**src/logic/lnsb_consts.svh**
```systemverilog
// Register offsets, field positions, reset values and timing figures for the LIN setup block
`ifndef LNSB_CONSTS_SVH
`define LNSB_CONSTS_SVH
// APB byte addresses
`define LNSB_ADDR_MODE      12'h000
`define LNSB_ADDR_INDADDR   12'h004
`define LNSB_ADDR_INDDATA   12'h008
`define LNSB_ADDR_STATUS    12'h00c
`define LNSB_ADDR_MASK      12'h010
`define LNSB_ADDR_BAUDSTAT  12'h014
// Indirect indices
`define LNSB_IDX_DATA_LAST  8'h07
`define LNSB_IDX_CTRL       8'h08
`define LNSB_IDX_SIZE       8'h0b
`define LNSB_IDX_DIV        8'h0c
`define LNSB_IDX_MUL        8'h0d
// Control-mode bits
`define LNSB_MODE_ACTIVE    7
`define LNSB_MODE_MASTER    6
`define LNSB_MODE_AUTO_BAUD_SELECT     5
// Control register bits and clear command
`define LNSB_CTRL_CLRCMD    8'h0c
`define LNSB_CTRL_RSTINT    3
`define LNSB_CTRL_RSTERR    2
`define LNSB_CTRL_START     0
`define LNSB_SIZE_ENH       7
// Multiplier register fields
`define LNSB_MUL_PRE_HI     7
`define LNSB_MUL_PRE_LO     6
`define LNSB_MUL_MUL_HI     5
`define LNSB_MUL_MUL_LO     1
`define LNSB_MUL_DIV8       0
// Factor limits and reset values
`define LNSB_DIV_MIN        9'h0c8
`define LNSB_DIV_RESET      9'h0c8
`define LNSB_MUL_RESET      8'h00
// Status bits
`define LNSB_ST_DONE        0
`define LNSB_ST_ERR         1
// Auto-baud figures
`define LNSB_AUTO_RATE      20000
`define LNSB_SYSCLK_MIN_HZ  8000000
`define LNSB_SYSCLK_HZ      100000000
`endif

```
**src/logic/lnsb_pkg.sv**
```systemverilog
// Types shared by the LIN setup block
package lnsb_pkg;
    typedef struct packed {
        logic [1:0] prescaler;
        logic [8:0] divider;
        logic [4:0] multiplier;
    } lnsb_baud_t;

    typedef enum logic [3:0] {
        LNSB_IDLE  = 4'b0001,
        LNSB_START = 4'b0010,
        LNSB_DATA  = 4'b0100,
        LNSB_STOP  = 4'b1000
    } lnsb_state_t;
endpackage

```
**src/logic/lnsb_lin_setup.sv**
```systemverilog
// LIN node setup: APB registers, indirect window, baud generator and bit streamer
// Overview of operation
// - Bit rate is clock over 2^(prescaler+1), divider, and multiplier+1.
// - Prescaler 0..3, multiplier 0..31, divider 200..511 accepted.
// - Factors live in baud divider and multiplier registers behind the window.
// - Controller needs a system clock of at least 8 MHz.
// - Bit six of control-mode register picks master or slave.
// - Bit five picks auto baud; only slaves may use it.
// - Other registers reached indirectly; address register selects data target.
// - Bit seven activates interface; bit six makes it master.
// - Index 0x0D holds prescaler 7:6, multiplier 5:1, divider bit 8.
// - Index 0x0C holds divider low eight bits.
// - Checksum always classic; size register bit seven is stored but not used.
// - Writing 0x0C to control register clears errors and interrupt.
// - State machine streams message bytes and governs bit timing.
// - Message bytes kept in core-accessible data registers.
// - Completion and error status reported for interrupt or polling.
// - Slave auto baud uses prescaler and divider only, divider per 20000.
`timescale 1ns/10ps
`include "lnsb_consts.svh"
module lnsb_lin_setup
    import lnsb_pkg::*;
(
    // Clock and reset
    input  wire logic        core_clk,
    input  wire logic        rst,
    // APB slave
    input  wire logic        psel,
    input  wire logic        penable,
    input  wire logic        pwrite,
    input  wire logic [11:0] paddr,
    input  wire logic [31:0] pwdata,
    output logic      [31:0] prdata,
    output logic             pready,
    output logic             pslverr,
    // LIN pin, open drain
    input  wire logic        linRx,
    output logic             linTx,
    output logic             linTxOe,
    // Interrupt
    output logic             irq
);
    // ========================================
    // Registers
    logic [7:0]  controlMode;
    logic [7:0]  indAddr;
    logic [7:0]  divLow;
    logic [7:0]  mulReg;
    logic [7:0]  sizeReg;
    logic [7:0]  ctrlReg;
    logic [7:0]  dataBuf [0:7];
    logic [1:0]  status;
    logic [1:0]  mask;
    logic        factorErr;
    logic        rxMeta;
    logic        rxSync;
    logic        bitTick;
    lnsb_baud_t  factors;
    lnsb_state_t state;
    logic [2:0]  bitCnt;
    logic [2:0]  byteCnt;
    logic [7:0]  shiftReg;
    logic [7:0]  checksum;
    logic [8:0]  checkSum9;
    logic        sendChk;
    logic        evDone;
    logic        evErr;
    logic        wrAcc;
    logic        rdAcc;
    logic        wrData;
    logic        autoBaud;
    logic        ifaceOn;
    logic [3:0]  frameLen;

    // Clock floor check: the core clock is fixed, so this is an elaboration fact
    localparam logic CLK_OK = (`LNSB_SYSCLK_HZ >= `LNSB_SYSCLK_MIN_HZ);
    // Auto-baud base count, core clock over the auto rate, before the prescaler+1 shift
    localparam int AUTO_BASE = `LNSB_SYSCLK_HZ / `LNSB_AUTO_RATE;

    assign wrAcc    = psel && penable && pwrite;
    assign rdAcc    = psel && penable && !pwrite;
    assign wrData   = wrAcc && (paddr == `LNSB_ADDR_INDDATA);
    // Auto baud honoured only in slave mode
    assign autoBaud = controlMode[`LNSB_MODE_AUTO_BAUD_SELECT] && !controlMode[`LNSB_MODE_MASTER];
    assign ifaceOn  = controlMode[`LNSB_MODE_ACTIVE] && CLK_OK;
    assign frameLen = (sizeReg[3:0] == 4'h0 || sizeReg[3:0] > 4'h8) ? 4'h8 : sizeReg[3:0];

    // ========================================
    // Baud factor assembly
    always_comb begin
        factors.prescaler  = mulReg[`LNSB_MUL_PRE_HI:`LNSB_MUL_PRE_LO];
        factors.multiplier = mulReg[`LNSB_MUL_MUL_HI:`LNSB_MUL_MUL_LO];
        factors.divider    = {mulReg[`LNSB_MUL_DIV8], divLow};
        if (autoBaud) begin
            factors.multiplier = 5'h00;
            // Shift count widened so a prescaler of three does not wrap to zero
            factors.divider    = 9'(AUTO_BASE >> ({1'b0, factors.prescaler} + 3'h1));
        end
        // Out-of-range divider would run too fast, so it is held at the floor
        if (factors.divider < `LNSB_DIV_MIN) begin
            factors.divider = `LNSB_DIV_MIN;
        end
    end
    assign factorErr = ({mulReg[`LNSB_MUL_DIV8], divLow} < `LNSB_DIV_MIN) && !autoBaud;

    lnsb_baud_gen i_lnsb_baud_gen (
        .core_clk (core_clk),
        .rst      (rst),
        .enable   (ifaceOn),
        .factors  (factors),
        .bitTick  (bitTick)
    );

    // ========================================
    // Pin synchroniser
    always_ff @(posedge core_clk or posedge rst) begin
        if (rst) begin
            rxMeta <= 1'b1;
            rxSync <= 1'b1;
        end else begin
            rxMeta <= linRx;
            rxSync <= rxMeta;
        end
    end

    // ========================================
    // Direct registers
    always_ff @(posedge core_clk or posedge rst) begin
        if (rst) begin
            controlMode <= 8'h00;
            indAddr     <= 8'h00;
            mask        <= 2'b00;
        end else if (wrAcc) begin
            case (paddr)
                `LNSB_ADDR_MODE: begin
                    controlMode <= pwdata[7:0];
                end
                `LNSB_ADDR_INDADDR: begin
                    indAddr <= pwdata[7:0];
                end
                `LNSB_ADDR_MASK: begin
                    mask <= pwdata[1:0];
                end
                default: begin
                end
            endcase
        end
    end

    // ========================================
    // Indirect registers
    always_ff @(posedge core_clk or posedge rst) begin
        if (rst) begin
            divLow  <= 8'(`LNSB_DIV_RESET);
            mulReg  <= `LNSB_MUL_RESET;
            sizeReg <= 8'h00;
            ctrlReg <= 8'h00;
        end else begin
            // Start request self-clears once the frame begins
            if (state == LNSB_START) begin
                ctrlReg[`LNSB_CTRL_START] <= 1'b0;
            end
            if (wrData) begin
                case (indAddr)
                    `LNSB_IDX_DIV:  divLow  <= pwdata[7:0];
                    `LNSB_IDX_MUL:  mulReg  <= pwdata[7:0];
                    `LNSB_IDX_SIZE: sizeReg <= pwdata[7:0];
                    `LNSB_IDX_CTRL: ctrlReg <= pwdata[7:0] & ~`LNSB_CTRL_CLRCMD;
                    default: begin
                    end
                endcase
            end
        end
    end

    // ========================================
    // Message data buffer
    genvar gi;
    generate
        for (gi = 0; gi < 8; gi++) begin : g_buf
            always_ff @(posedge core_clk or posedge rst) begin
                if (rst) begin
                    dataBuf[gi] <= 8'h00;
                end else if (wrData && indAddr == 8'(gi)) begin
                    dataBuf[gi] <= pwdata[7:0];
                end
            end
        end
    endgenerate

    // ========================================
    // Bit streamer: start bit, eight data bits LSB first, stop bit
    assign checkSum9 = {1'b0, checksum} + {1'b0, shiftReg};

    always_ff @(posedge core_clk or posedge rst) begin
        if (rst) begin
            state    <= LNSB_IDLE;
            bitCnt   <= 3'h0;
            byteCnt  <= 3'h0;
            shiftReg <= 8'h00;
            checksum <= 8'h00;
            sendChk  <= 1'b0;
            linTx    <= 1'b1;
            linTxOe  <= 1'b1;
            evDone   <= 1'b0;
            evErr    <= 1'b0;
        end else begin
            evDone <= 1'b0;
            evErr  <= 1'b0;
            if (!ifaceOn) begin
                state   <= LNSB_IDLE;
                linTx   <= 1'b1;
                linTxOe <= 1'b1;
            end else begin
                case (state)
                    LNSB_IDLE: begin
                        linTx   <= 1'b1;
                        linTxOe <= 1'b1;
                        if (ctrlReg[`LNSB_CTRL_START]) begin
                            byteCnt  <= 3'h0;
                            sendChk  <= 1'b0;
                            shiftReg <= dataBuf[0];
                            // Enhanced form seeds with the identifier; none held here
                            checksum <= 8'h00;
                            state    <= LNSB_START;
                        end
                    end
                    LNSB_START: begin
                        if (bitTick) begin
                            linTx   <= 1'b0;
                            linTxOe <= 1'b0;
                            bitCnt  <= 3'h0;
                            state   <= LNSB_DATA;
                        end
                    end
                    LNSB_DATA: begin
                        if (bitTick) begin
                            linTx   <= shiftReg[bitCnt];
                            // A one is recessive, so the pin is released for it
                            linTxOe <= shiftReg[bitCnt];
                            bitCnt  <= 3'(bitCnt + 3'h1);
                            // Bus readback: a low seen when we release is a collision
                            if (linTxOe == 1'b1 && !rxSync && state == LNSB_DATA
                                && bitCnt != 3'h0) begin
                                evErr <= 1'b1;
                            end
                            if (bitCnt == 3'h7) begin
                                state <= LNSB_STOP;
                            end
                        end
                    end
                    LNSB_STOP: begin
                        if (bitTick) begin
                            linTx   <= 1'b1;
                            linTxOe <= 1'b1;
                            if (sendChk) begin
                                evDone <= 1'b1;
                                state  <= LNSB_IDLE;
                            end else begin
                                // Carry folds back in, as both checksum forms require
                                checksum <= 8'(checkSum9[7:0] + {7'h00, checkSum9[8]});
                                if (4'(byteCnt + 3'h1) == frameLen) begin
                                    sendChk  <= 1'b1;
                                    shiftReg <= ~8'(checkSum9[7:0] + {7'h00, checkSum9[8]});
                                end else begin
                                    shiftReg <= dataBuf[3'(byteCnt + 3'h1)];
                                end
                                byteCnt <= 3'(byteCnt + 3'h1);
                                state   <= LNSB_START;
                            end
                        end
                    end
                    default: begin
                        state <= LNSB_IDLE;
                    end
                endcase
            end
        end
    end

    // ========================================
    // Sticky status; a new event wins over the clear
    always_ff @(posedge core_clk or posedge rst) begin
        if (rst) begin
            status <= 2'b00;
        end else begin
            for (int i = 0; i < 2; i++) begin
                if (wrAcc && paddr == `LNSB_ADDR_STATUS && pwdata[i]) begin
                    status[i] <= 1'b0;
                end
                if (wrData && indAddr == `LNSB_IDX_CTRL && pwdata[7:0] == `LNSB_CTRL_CLRCMD) begin
                    status[i] <= 1'b0;
                end
            end
            if (evDone) begin
                status[`LNSB_ST_DONE] <= 1'b1;
            end
            if (evErr || (factorErr && ifaceOn)) begin
                status[`LNSB_ST_ERR] <= 1'b1;
            end
        end
    end

    always_ff @(posedge core_clk or posedge rst) begin
        if (rst) begin
            irq <= 1'b0;
        end else begin
            irq <= |(status & mask);
        end
    end

    // ========================================
    // APB read path, no wait states
    always_ff @(posedge core_clk or posedge rst) begin
        if (rst) begin
            prdata  <= 32'h0000_0000;
            pready  <= 1'b0;
            pslverr <= 1'b0;
        end else begin
            pready  <= psel && !penable;
            pslverr <= 1'b0;
            prdata  <= 32'h0000_0000;
            if (psel && !penable && !pwrite) begin
                case (paddr)
                    `LNSB_ADDR_MODE:     prdata <= {24'h0, controlMode};
                    `LNSB_ADDR_INDADDR:  prdata <= {24'h0, indAddr};
                    `LNSB_ADDR_STATUS:   prdata <= {30'h0, status};
                    `LNSB_ADDR_MASK:     prdata <= {30'h0, mask};
                    `LNSB_ADDR_BAUDSTAT: prdata <= {16'h0, factors};
                    `LNSB_ADDR_INDDATA: begin
                        if (indAddr <= `LNSB_IDX_DATA_LAST) begin
                            prdata <= {24'h0, dataBuf[indAddr[2:0]]};
                        end else begin
                            case (indAddr)
                                `LNSB_IDX_CTRL: prdata <= {24'h0, ctrlReg};
                                `LNSB_IDX_SIZE: prdata <= {24'h0, sizeReg};
                                `LNSB_IDX_DIV:  prdata <= {24'h0, divLow};
                                `LNSB_IDX_MUL:  prdata <= {24'h0, mulReg};
                                default:        prdata <= 32'h0000_0000;
                            endcase
                        end
                    end
                    default: pslverr <= 1'b1;
                endcase
            end else if (psel && !penable && pwrite) begin
                case (paddr)
                    `LNSB_ADDR_MODE, `LNSB_ADDR_INDADDR, `LNSB_ADDR_INDDATA,
                    `LNSB_ADDR_STATUS, `LNSB_ADDR_MASK, `LNSB_ADDR_BAUDSTAT: pslverr <= 1'b0;
                    default: pslverr <= 1'b1;
                endcase
            end
        end
    end
endmodule // lnsb_lin_setup

```
**src/logic/lnsb_baud_gen.sv**
```systemverilog
// Cascaded prescale, divider and multiplier counters giving the bit tick
`timescale 1ns/10ps
module lnsb_baud_gen
    import lnsb_pkg::*;
(
    // Clock and reset
    input  wire logic       core_clk,
    input  wire logic       rst,
    // Control
    input  wire logic       enable,
    input  lnsb_baud_t      factors,
    // Tick
    output logic            bitTick
);
    logic [3:0] preCnt;
    logic [8:0] divCnt;
    logic [4:0] mulCnt;
    logic [3:0] preTop;
    logic       preEnd;
    logic       divEnd;
    logic       mulEnd;

    // Power-of-two prescale: 2^(p+1) clocks
    assign preTop = 4'((4'h2 << factors.prescaler) - 4'h1);
    assign preEnd = (preCnt == preTop);
    assign divEnd = preEnd && (divCnt == 9'(factors.divider - 9'h001));
    assign mulEnd = divEnd && (mulCnt == factors.multiplier);

    // ========================================
    // Counter cascade, each reloads on terminal count
    always_ff @(posedge core_clk or posedge rst) begin
        if (rst) begin
            preCnt <= 4'h0;
            divCnt <= 9'h000;
            mulCnt <= 5'h00;
        end else if (!enable) begin
            preCnt <= 4'h0;
            divCnt <= 9'h000;
            mulCnt <= 5'h00;
        end else begin
            preCnt <= preEnd ? 4'h0 : 4'(preCnt + 4'h1);
            if (preEnd) begin
                divCnt <= divEnd ? 9'h000 : 9'(divCnt + 9'h001);
            end
            if (divEnd) begin
                mulCnt <= mulEnd ? 5'h00 : 5'(mulCnt + 5'h01);
            end
        end
    end

    always_ff @(posedge core_clk or posedge rst) begin
        if (rst) begin
            bitTick <= 1'b0;
        end else begin
            bitTick <= enable && mulEnd;
        end
    end
endmodule // lnsb_baud_gen

```
**config.mk**
```make
export PLATFORM = sky130hd
export DESIGN_NAME = lnsb_lin_setup
export DESIGN_NICKNAME = d
export VERILOG_FILES = /design/src/logic/lnsb_pkg.sv /design/src/logic/lnsb_lin_setup.sv /design/src/logic/lnsb_baud_gen.sv
export VERILOG_INCLUDE_DIRS = /design/src /design/src/logic
export SDC_FILE = /design/constraint.sdc
export NUM_CORES = 1
export LEC_CHECK = 0
export ABC_AREA = 1
export ABC_CLOCK_PERIOD_IN_PS = 8400
export BUFFER_PORTS_ARGS = -buffer_cell sky130_fd_sc_hd__clkbuf_2
export CELL_PAD_IN_SITES_DETAIL_PLACEMENT = 1
export CELL_PAD_IN_SITES_GLOBAL_PLACEMENT = 1
export CORE_MARGIN = 4
export CORE_UTILIZATION = 45
export DETAILED_ROUTE_END_ITERATION = 10
export GPL_ROUTABILITY_DRIVEN = 0
export GPL_TIMING_DRIVEN = 0
export PLACE_DENSITY_LB_ADDON = 0.05
export SLEW_MARGIN = 5
export SYNTH_ARGS = -nofsm -noshare
export SYNTH_HDL_FRONTEND = slang
export SYNTH_SLANG_ARGS = --single-unit
```
**constraint.sdc**
```tcl
create_clock -name core_clk -period 8.4 [get_ports core_clk]
set_input_delay 2.1 -clock core_clk [delete_from_list [all_inputs] [get_ports core_clk]]
set_output_delay 2.1 -clock core_clk [all_outputs]
set_load 0.005 [all_outputs]
```
Yosys cells after proc, flatten, opt, wreduce, memory -nomap -nowiden:

Index checks and enable logic that the tools add are counted.

* flip-flop bits (word level): 200
* bits in latches: 0
* memory bits (writable): 0
* memory bits (read-only): 0
* bits of input ports: 50
* output and inout bits: 37
* word-level logic and storage cells: 234
* memories kept: 0

* add/sub/neg operators: 11
* $mul: 0
* div/mod/pow operators: 0
* $lt $le $gt $ge: 7
* equal/unequal tests: 39
* shift-type cells: 2
* multiplexer cells: 77
* bitwise operators: 4
* reductions and logical operators: 57

Operators by type and width (number)
* 8-bit two-way mux: 12
* 16-bit case mux with 6 select lines: 1
* 8-bit binary-select mux with 3-bit select: 2
* 8-bit by 4-bit == test with 1-bit output (second input constant): 5
* 4-bit two-way mux: 9
* 9-bit two-way mux: 4
* 8-bit by 3-bit == test with 1-bit output (second input constant): 4
* 32-bit two-way mux: 1
* 8-bit case mux with 2 select lines: 2
* 8-bit case mux with 4 select lines: 1
* 1-bit two-way mux: 29
* 1-bit logical AND: 28
* 12-bit by 4-bit == test with 1-bit output (second input constant): 2
* 12-bit by 5-bit == test with 1-bit output (second input constant): 2
* 9-bit by 8-bit < comparator with 1-bit output (second input constant): 2
* 8-bit by 2-bit == test with 1-bit output (second input constant): 2
* 4-bit case mux with 4 select lines: 1
* 3-bit two-way mux: 5
* 5-bit two-way mux: 3
* 14-bit two-way mux: 1
* 2-bit AND reduction: 7
* 13-bit by 3-bit right shift with 9-bit output (first input constant): 1
* 12-bit by 3-bit == test with 1-bit output (second input constant): 1
* 12-bit zero test: 1
* other kinds (47): 71

Depth between registers and ports, before layout:

* depth in word-level cells: 12
* mapped depth: 26
* gate-level depth less buffers: 25

Cells and area by module:

Synthesis repeated with hierarchy kept, for this count alone.

* cell total of the unflattened synthesis: 1413
* area, all modules: 10735.3 µm²

By module, submodules not included
* lnsb_lin_setup: instances 1, cells an instance 1205, area an instance 9281.4 µm², sequential area each 4137.7 µm²
* lnsb_baud_gen: instances 1, cells an instance 208, area an instance 1453.9 µm², sequential area each 475.5 µm²

Worst setup path after synthesis:

No wires, ideal clock.

* path type: input to register
* start point: input port paddr[1]
* end point: register dataBuf[25] (netlist name)
* library setup time: 133 ps
* data arrival time: 3518 ps
* setup slack: 4749 ps
* stages: 10
* cells stage by stage: nor2_1 > inv_1 > nor4_1 > nand2_1 > nor4_2 > buf_2 > nand4_1 > clkbuf_1 > nand2_1 > o21ai_0

* cells in the longest elaborated chain, start to end: 3

Ends and longest elaborated chain
* start: declaration: RTL line lnsb_lin_setup.sv:31 `input wire logic [11:0] paddr,`
* 12-bit by 4-bit == test with 1-bit output
* 1-bit logical AND: RTL line lnsb_lin_setup.sv:82 `` assign wrData = wrAcc && (paddr == `LNSB_ADDR_INDDATA); ``
* 1-bit logical AND: RTL line lnsb_lin_setup.sv:184 `end else if (wrData && indAddr == 8'(gi)) begin`
* end signal: indexed assignment: RTL line lnsb_lin_setup.sv:185 `dataBuf[gi] <= pwdata[7:0];`
* end: declaration: RTL line lnsb_lin_setup.sv:51 `logic [7:0] dataBuf [0:7];`

No other way between the ends.
A chain may end at the register's enable or synchronous reset.

Final worst setup path:

Ends and elaborated chain as after synthesis.

==> run summary <==
For this run, the share of the core covered by cells in the final layout is 51.47%. The die covers 25630 um2. Setup violations remaining at the end of the flow were counted as 0. Entering global routing, the biggest net connects 104 pins. By count the netlist is led by nand2_1 (284), dfrtp_1 (177), o21ai_0 (173), inv_1 (111), nor2_1 (100). The worst hold path belongs to the class reg -> reg.

The tools report the number of global-route vias before repair as 10150. The startpoint type of the worst setup path is an input pin. The repair_antennas step left the layout with diodes totalling 0. The transition time of the tightest slew-check pin works out to 976.8 ps.

For the number of standard cells after synthesis, the log shows 1302. Across the run, the number of max-cap violations was 0. For the clock network latency to the later pin of the worst-skew pair, the log shows 440 ps.

The register clock-pin slew on the reported worst setup and hold paths works out to 80 ps. TritonCTS built the clock tree. After synthesis, the largest area contributor takes up 42.55% of total cell area. The post-detailed-routing wire length is 34.56 mm.

The number of H-tree levels was 4. The area of the core was 22710 um2; the quantity of I/O buffers inserted on ports was 46. The hold buffer count at CTS is 0. The height of the die is 160.1 um. The analysis attributes to cell leakage a power of 5.377 nW. After layout, the minimum clock period comes to 4153 ps. The library cell with the highest instance count after synthesis is nand2_1. Between clock sinks in the finished design, the worst skew comes to 14.99 ps. At the placement stage, the worst setup path has a slack of 3851 ps. In the post-synthesis netlist, the biggest area contributors are dfrtp_1 (43%), nand2_1 (10%), o21ai_0 (8.3%). VDD sags by at most 0.1244 mV.

The die is 160.1 um wide. For this design the top-level I/O count stands at 87. After detailed routing, the number of remaining DRC violations is 0.

The register bit count reported by yosys works out to 184. Adding up every negative setup slack in the final design gives 0 ps. Setup repair after global routing left no endpoint under its margin. Once the floorplan was initialized, standard cells occupied 45.84% of the core. For this run, the detailed router's first-pass iteration total came to 5. STA classifies the critical path endpoint as a register.

In the routed layout, each cell is associated on average with a via count of 5.842. Based on the critical path, the design can be clocked at up to 0.2408 GHz. The average instance in the mapped netlist occupies 7.995 um2. Along the worst path, the maximum fanout reaches 10. The wire-length estimate of the detail-placed layout is 25.69 mm. The number of clock buffers added by TritonCTS is 17.

The tools report the net count reported at finish as 1458. Summing all multi-input logic gate instances after layout gives 5044 um2. Power spread over the standard cell area amounts to 153.0 nW/um2. The first global-routing pass estimated 55.78 mm of wire. Clock root buffer: clkbuf_16. Counting flops with an async set or reset pin after synthesis yields a share of 100.0%. The sequential cells in the finished layout cover a total of 4613 um2.

After global routing the overflow that remains totals 0. Global routing used 27.42% of the available tracks across all layers. The run gives 2827 as the fill cell instance count of the final layout. The final routed wire length divided by cell count was 20.56 um; the number of post-CTS setup repair buffers was 0. Of the available clock period, the critical path in the final layout requires 49.45%. The mapped netlist covers 10410 um2. The final antenna-violating net count is 0. The top flip-flop cell by instance count after synthesis was dfrtp_1.

After the first detailed-routing iteration, the DRC count stood at 669. The synthesized design spends more area on one cell type than any other, namely dfrtp_1. The maximum clock path buffer count was 2.

The count of final max-slew check failures is 0. Counting flops with a built-in enable in the synthesized netlist gives 0. The summed area of non-filler cells in the final layout was 11690 um2.

For the number of antenna violations at the first check in global routing, the log shows 0. The number of cells upsized or downsized after cts came out at 0. STA puts the critical path data arrival time at 4450 ps. The post-route worst hold slack is 358.9 ps, and the row count is 55.

Measured against its own limit, the worst slew margin works out to 34.38%. The count of clock tree sinks was 184; the number of hold violations in the final report was 0. The routed via count was 9820. The cell area after placement came out at 11090 um2. For this run, the register share of the synthesized area comes to 44.31%.

Counting distinct cell types in the post-synthesis netlist gives 64. By startpoint and endpoint, the worst setup path is classified as in -> reg. Of the cells placed in the final design, the portion with a size suffix greater than 1 is 11.68%.

During synthesis, Yosys emitted a total of 0 warnings. The flow ran to the end, and the final reports show no timing, DRC or antenna violations. Required time of the critical path: 8700 ps. The final setup slack of the worst path is 4247 ps, and the post-synthesis to final-layout area growth is 12.28%.
[layout by cell type (no fill, tap or decap), types with 7 or more instances in the layout]
master	count
xnor2_1	13
nand4_1	22
nand3_1	63
nand2_1	284
xor2_1	20
dfrtp_1	177
nor4_1	7
ha_1	24
o221ai_1	8
nand2_2	17
conb_1	16
dfstp_2	7
o22ai_1	44
clkbuf_1	48
nor2_1	100
clkbuf_2	46
a22o_1	7
buf_4	17
clkbuf_16	17
a21oi_1	37
inv_2	9
nor3_1	25
inv_1	110
o21ai_0	173
[critical path: stages]
cell and delay, ps:
clkbuf_2 80, nor2_1 140, inv_1 100, nor4_1 250, nand2_1 180, nor4_2 380, buf_2 320, nand4_1 380
clkbuf_1 340, nand2_1 100, o21ai_0 70
[cells by family (layout without fill, tap and decap cells)]
kind of cell	after synthesis	after routing	share of synthesized area, %
AOI/OAI and AO/OA	319	319	17.98
xor gates and xnor gates	34	34	2.933
adders and majority gates	25	25	3.077
buffers and inverters	191	270	7.776
DFF	184	184	44.31
muxes	2	2	0.1923
other	1	16	0.03602
and+or+nand+nor	546	546	23.69
[flip-flops by register name, summed over array words and instances, names as in the netlist, 3 cells and up]
register                cells
dataBuf                    64
prdata                     16
i_lnsb_baud_gen.divCnt      9
checksum                    8
controlMode                 8
divLow                      8
indAddr                     8
mulReg                      8
shiftReg                    8
sizeReg                     8
ctrlReg                     6
i_lnsb_baud_gen.mulCnt      5
i_lnsb_baud_gen.preCnt      4
state                       4
bitCnt                      3
byteCnt                     3
[report_power, final]
group	total (mW)	switching, mW	internal [mW]
Sequential	0.887	0.000408	0.887
Combinational	0.0570	0.0432	0.0137
Clock	0.845	0.373	0.471
[through the flow]
stage / total power [mW] / cells
5_1_grt: 1.851 / 1681
6_report: 1.789 / 1681
3_3_place_gp: 0.9597 / 1648
3_5_place_dp: 0.9621 / 1649
4_1_cts: 1.803 / 1681
2_1_floorplan: 0.9356 / 1317
[per-layer routing]
layer | global-route usage, % | wire length, um | vias to the layer above | part of all wire (%)
li1 | - | - | 4550 | -
met1 | 35.28 | 14800 | 4895 | 43
met2 | 46.88 | 17000 | 293 | 49
met3 | 3.742 | 1539 | 82 | 4.5
met4 | 10.95 | 1220 | 0 | 3.5
met5 | 0 | 0 | - | 0
[final timing paths]
kind	to	depth (start not counted)	start	slack (ps)
max in group asynchronous	linTxOe	3	rst	5730
min in group asynchronous	dataBuf[3]	2	rst	1710
setup reg to reg	i_lnsb_baud_gen.mulCnt[2]	20	mulReg[7]	4910
setup / recovery	dataBuf[25]	11	paddr[1]	4250
hold reg to reg	rxSync	0	rxMeta	360
hold / removal	rxSync	0	rxMeta	360
[area by class of cell]
class	count	share of cell area, %
repair buffers	47	2.205
plain buffers	70	3.040
multi-input cells	942	43.15
clock inverters	14	1.466
flip-flops and latches	184	39.47
clock buffers	18	3.672
well taps	285	3.051
inverters	121	3.950
Note: power is estimated with default switching activity, not from simulation.
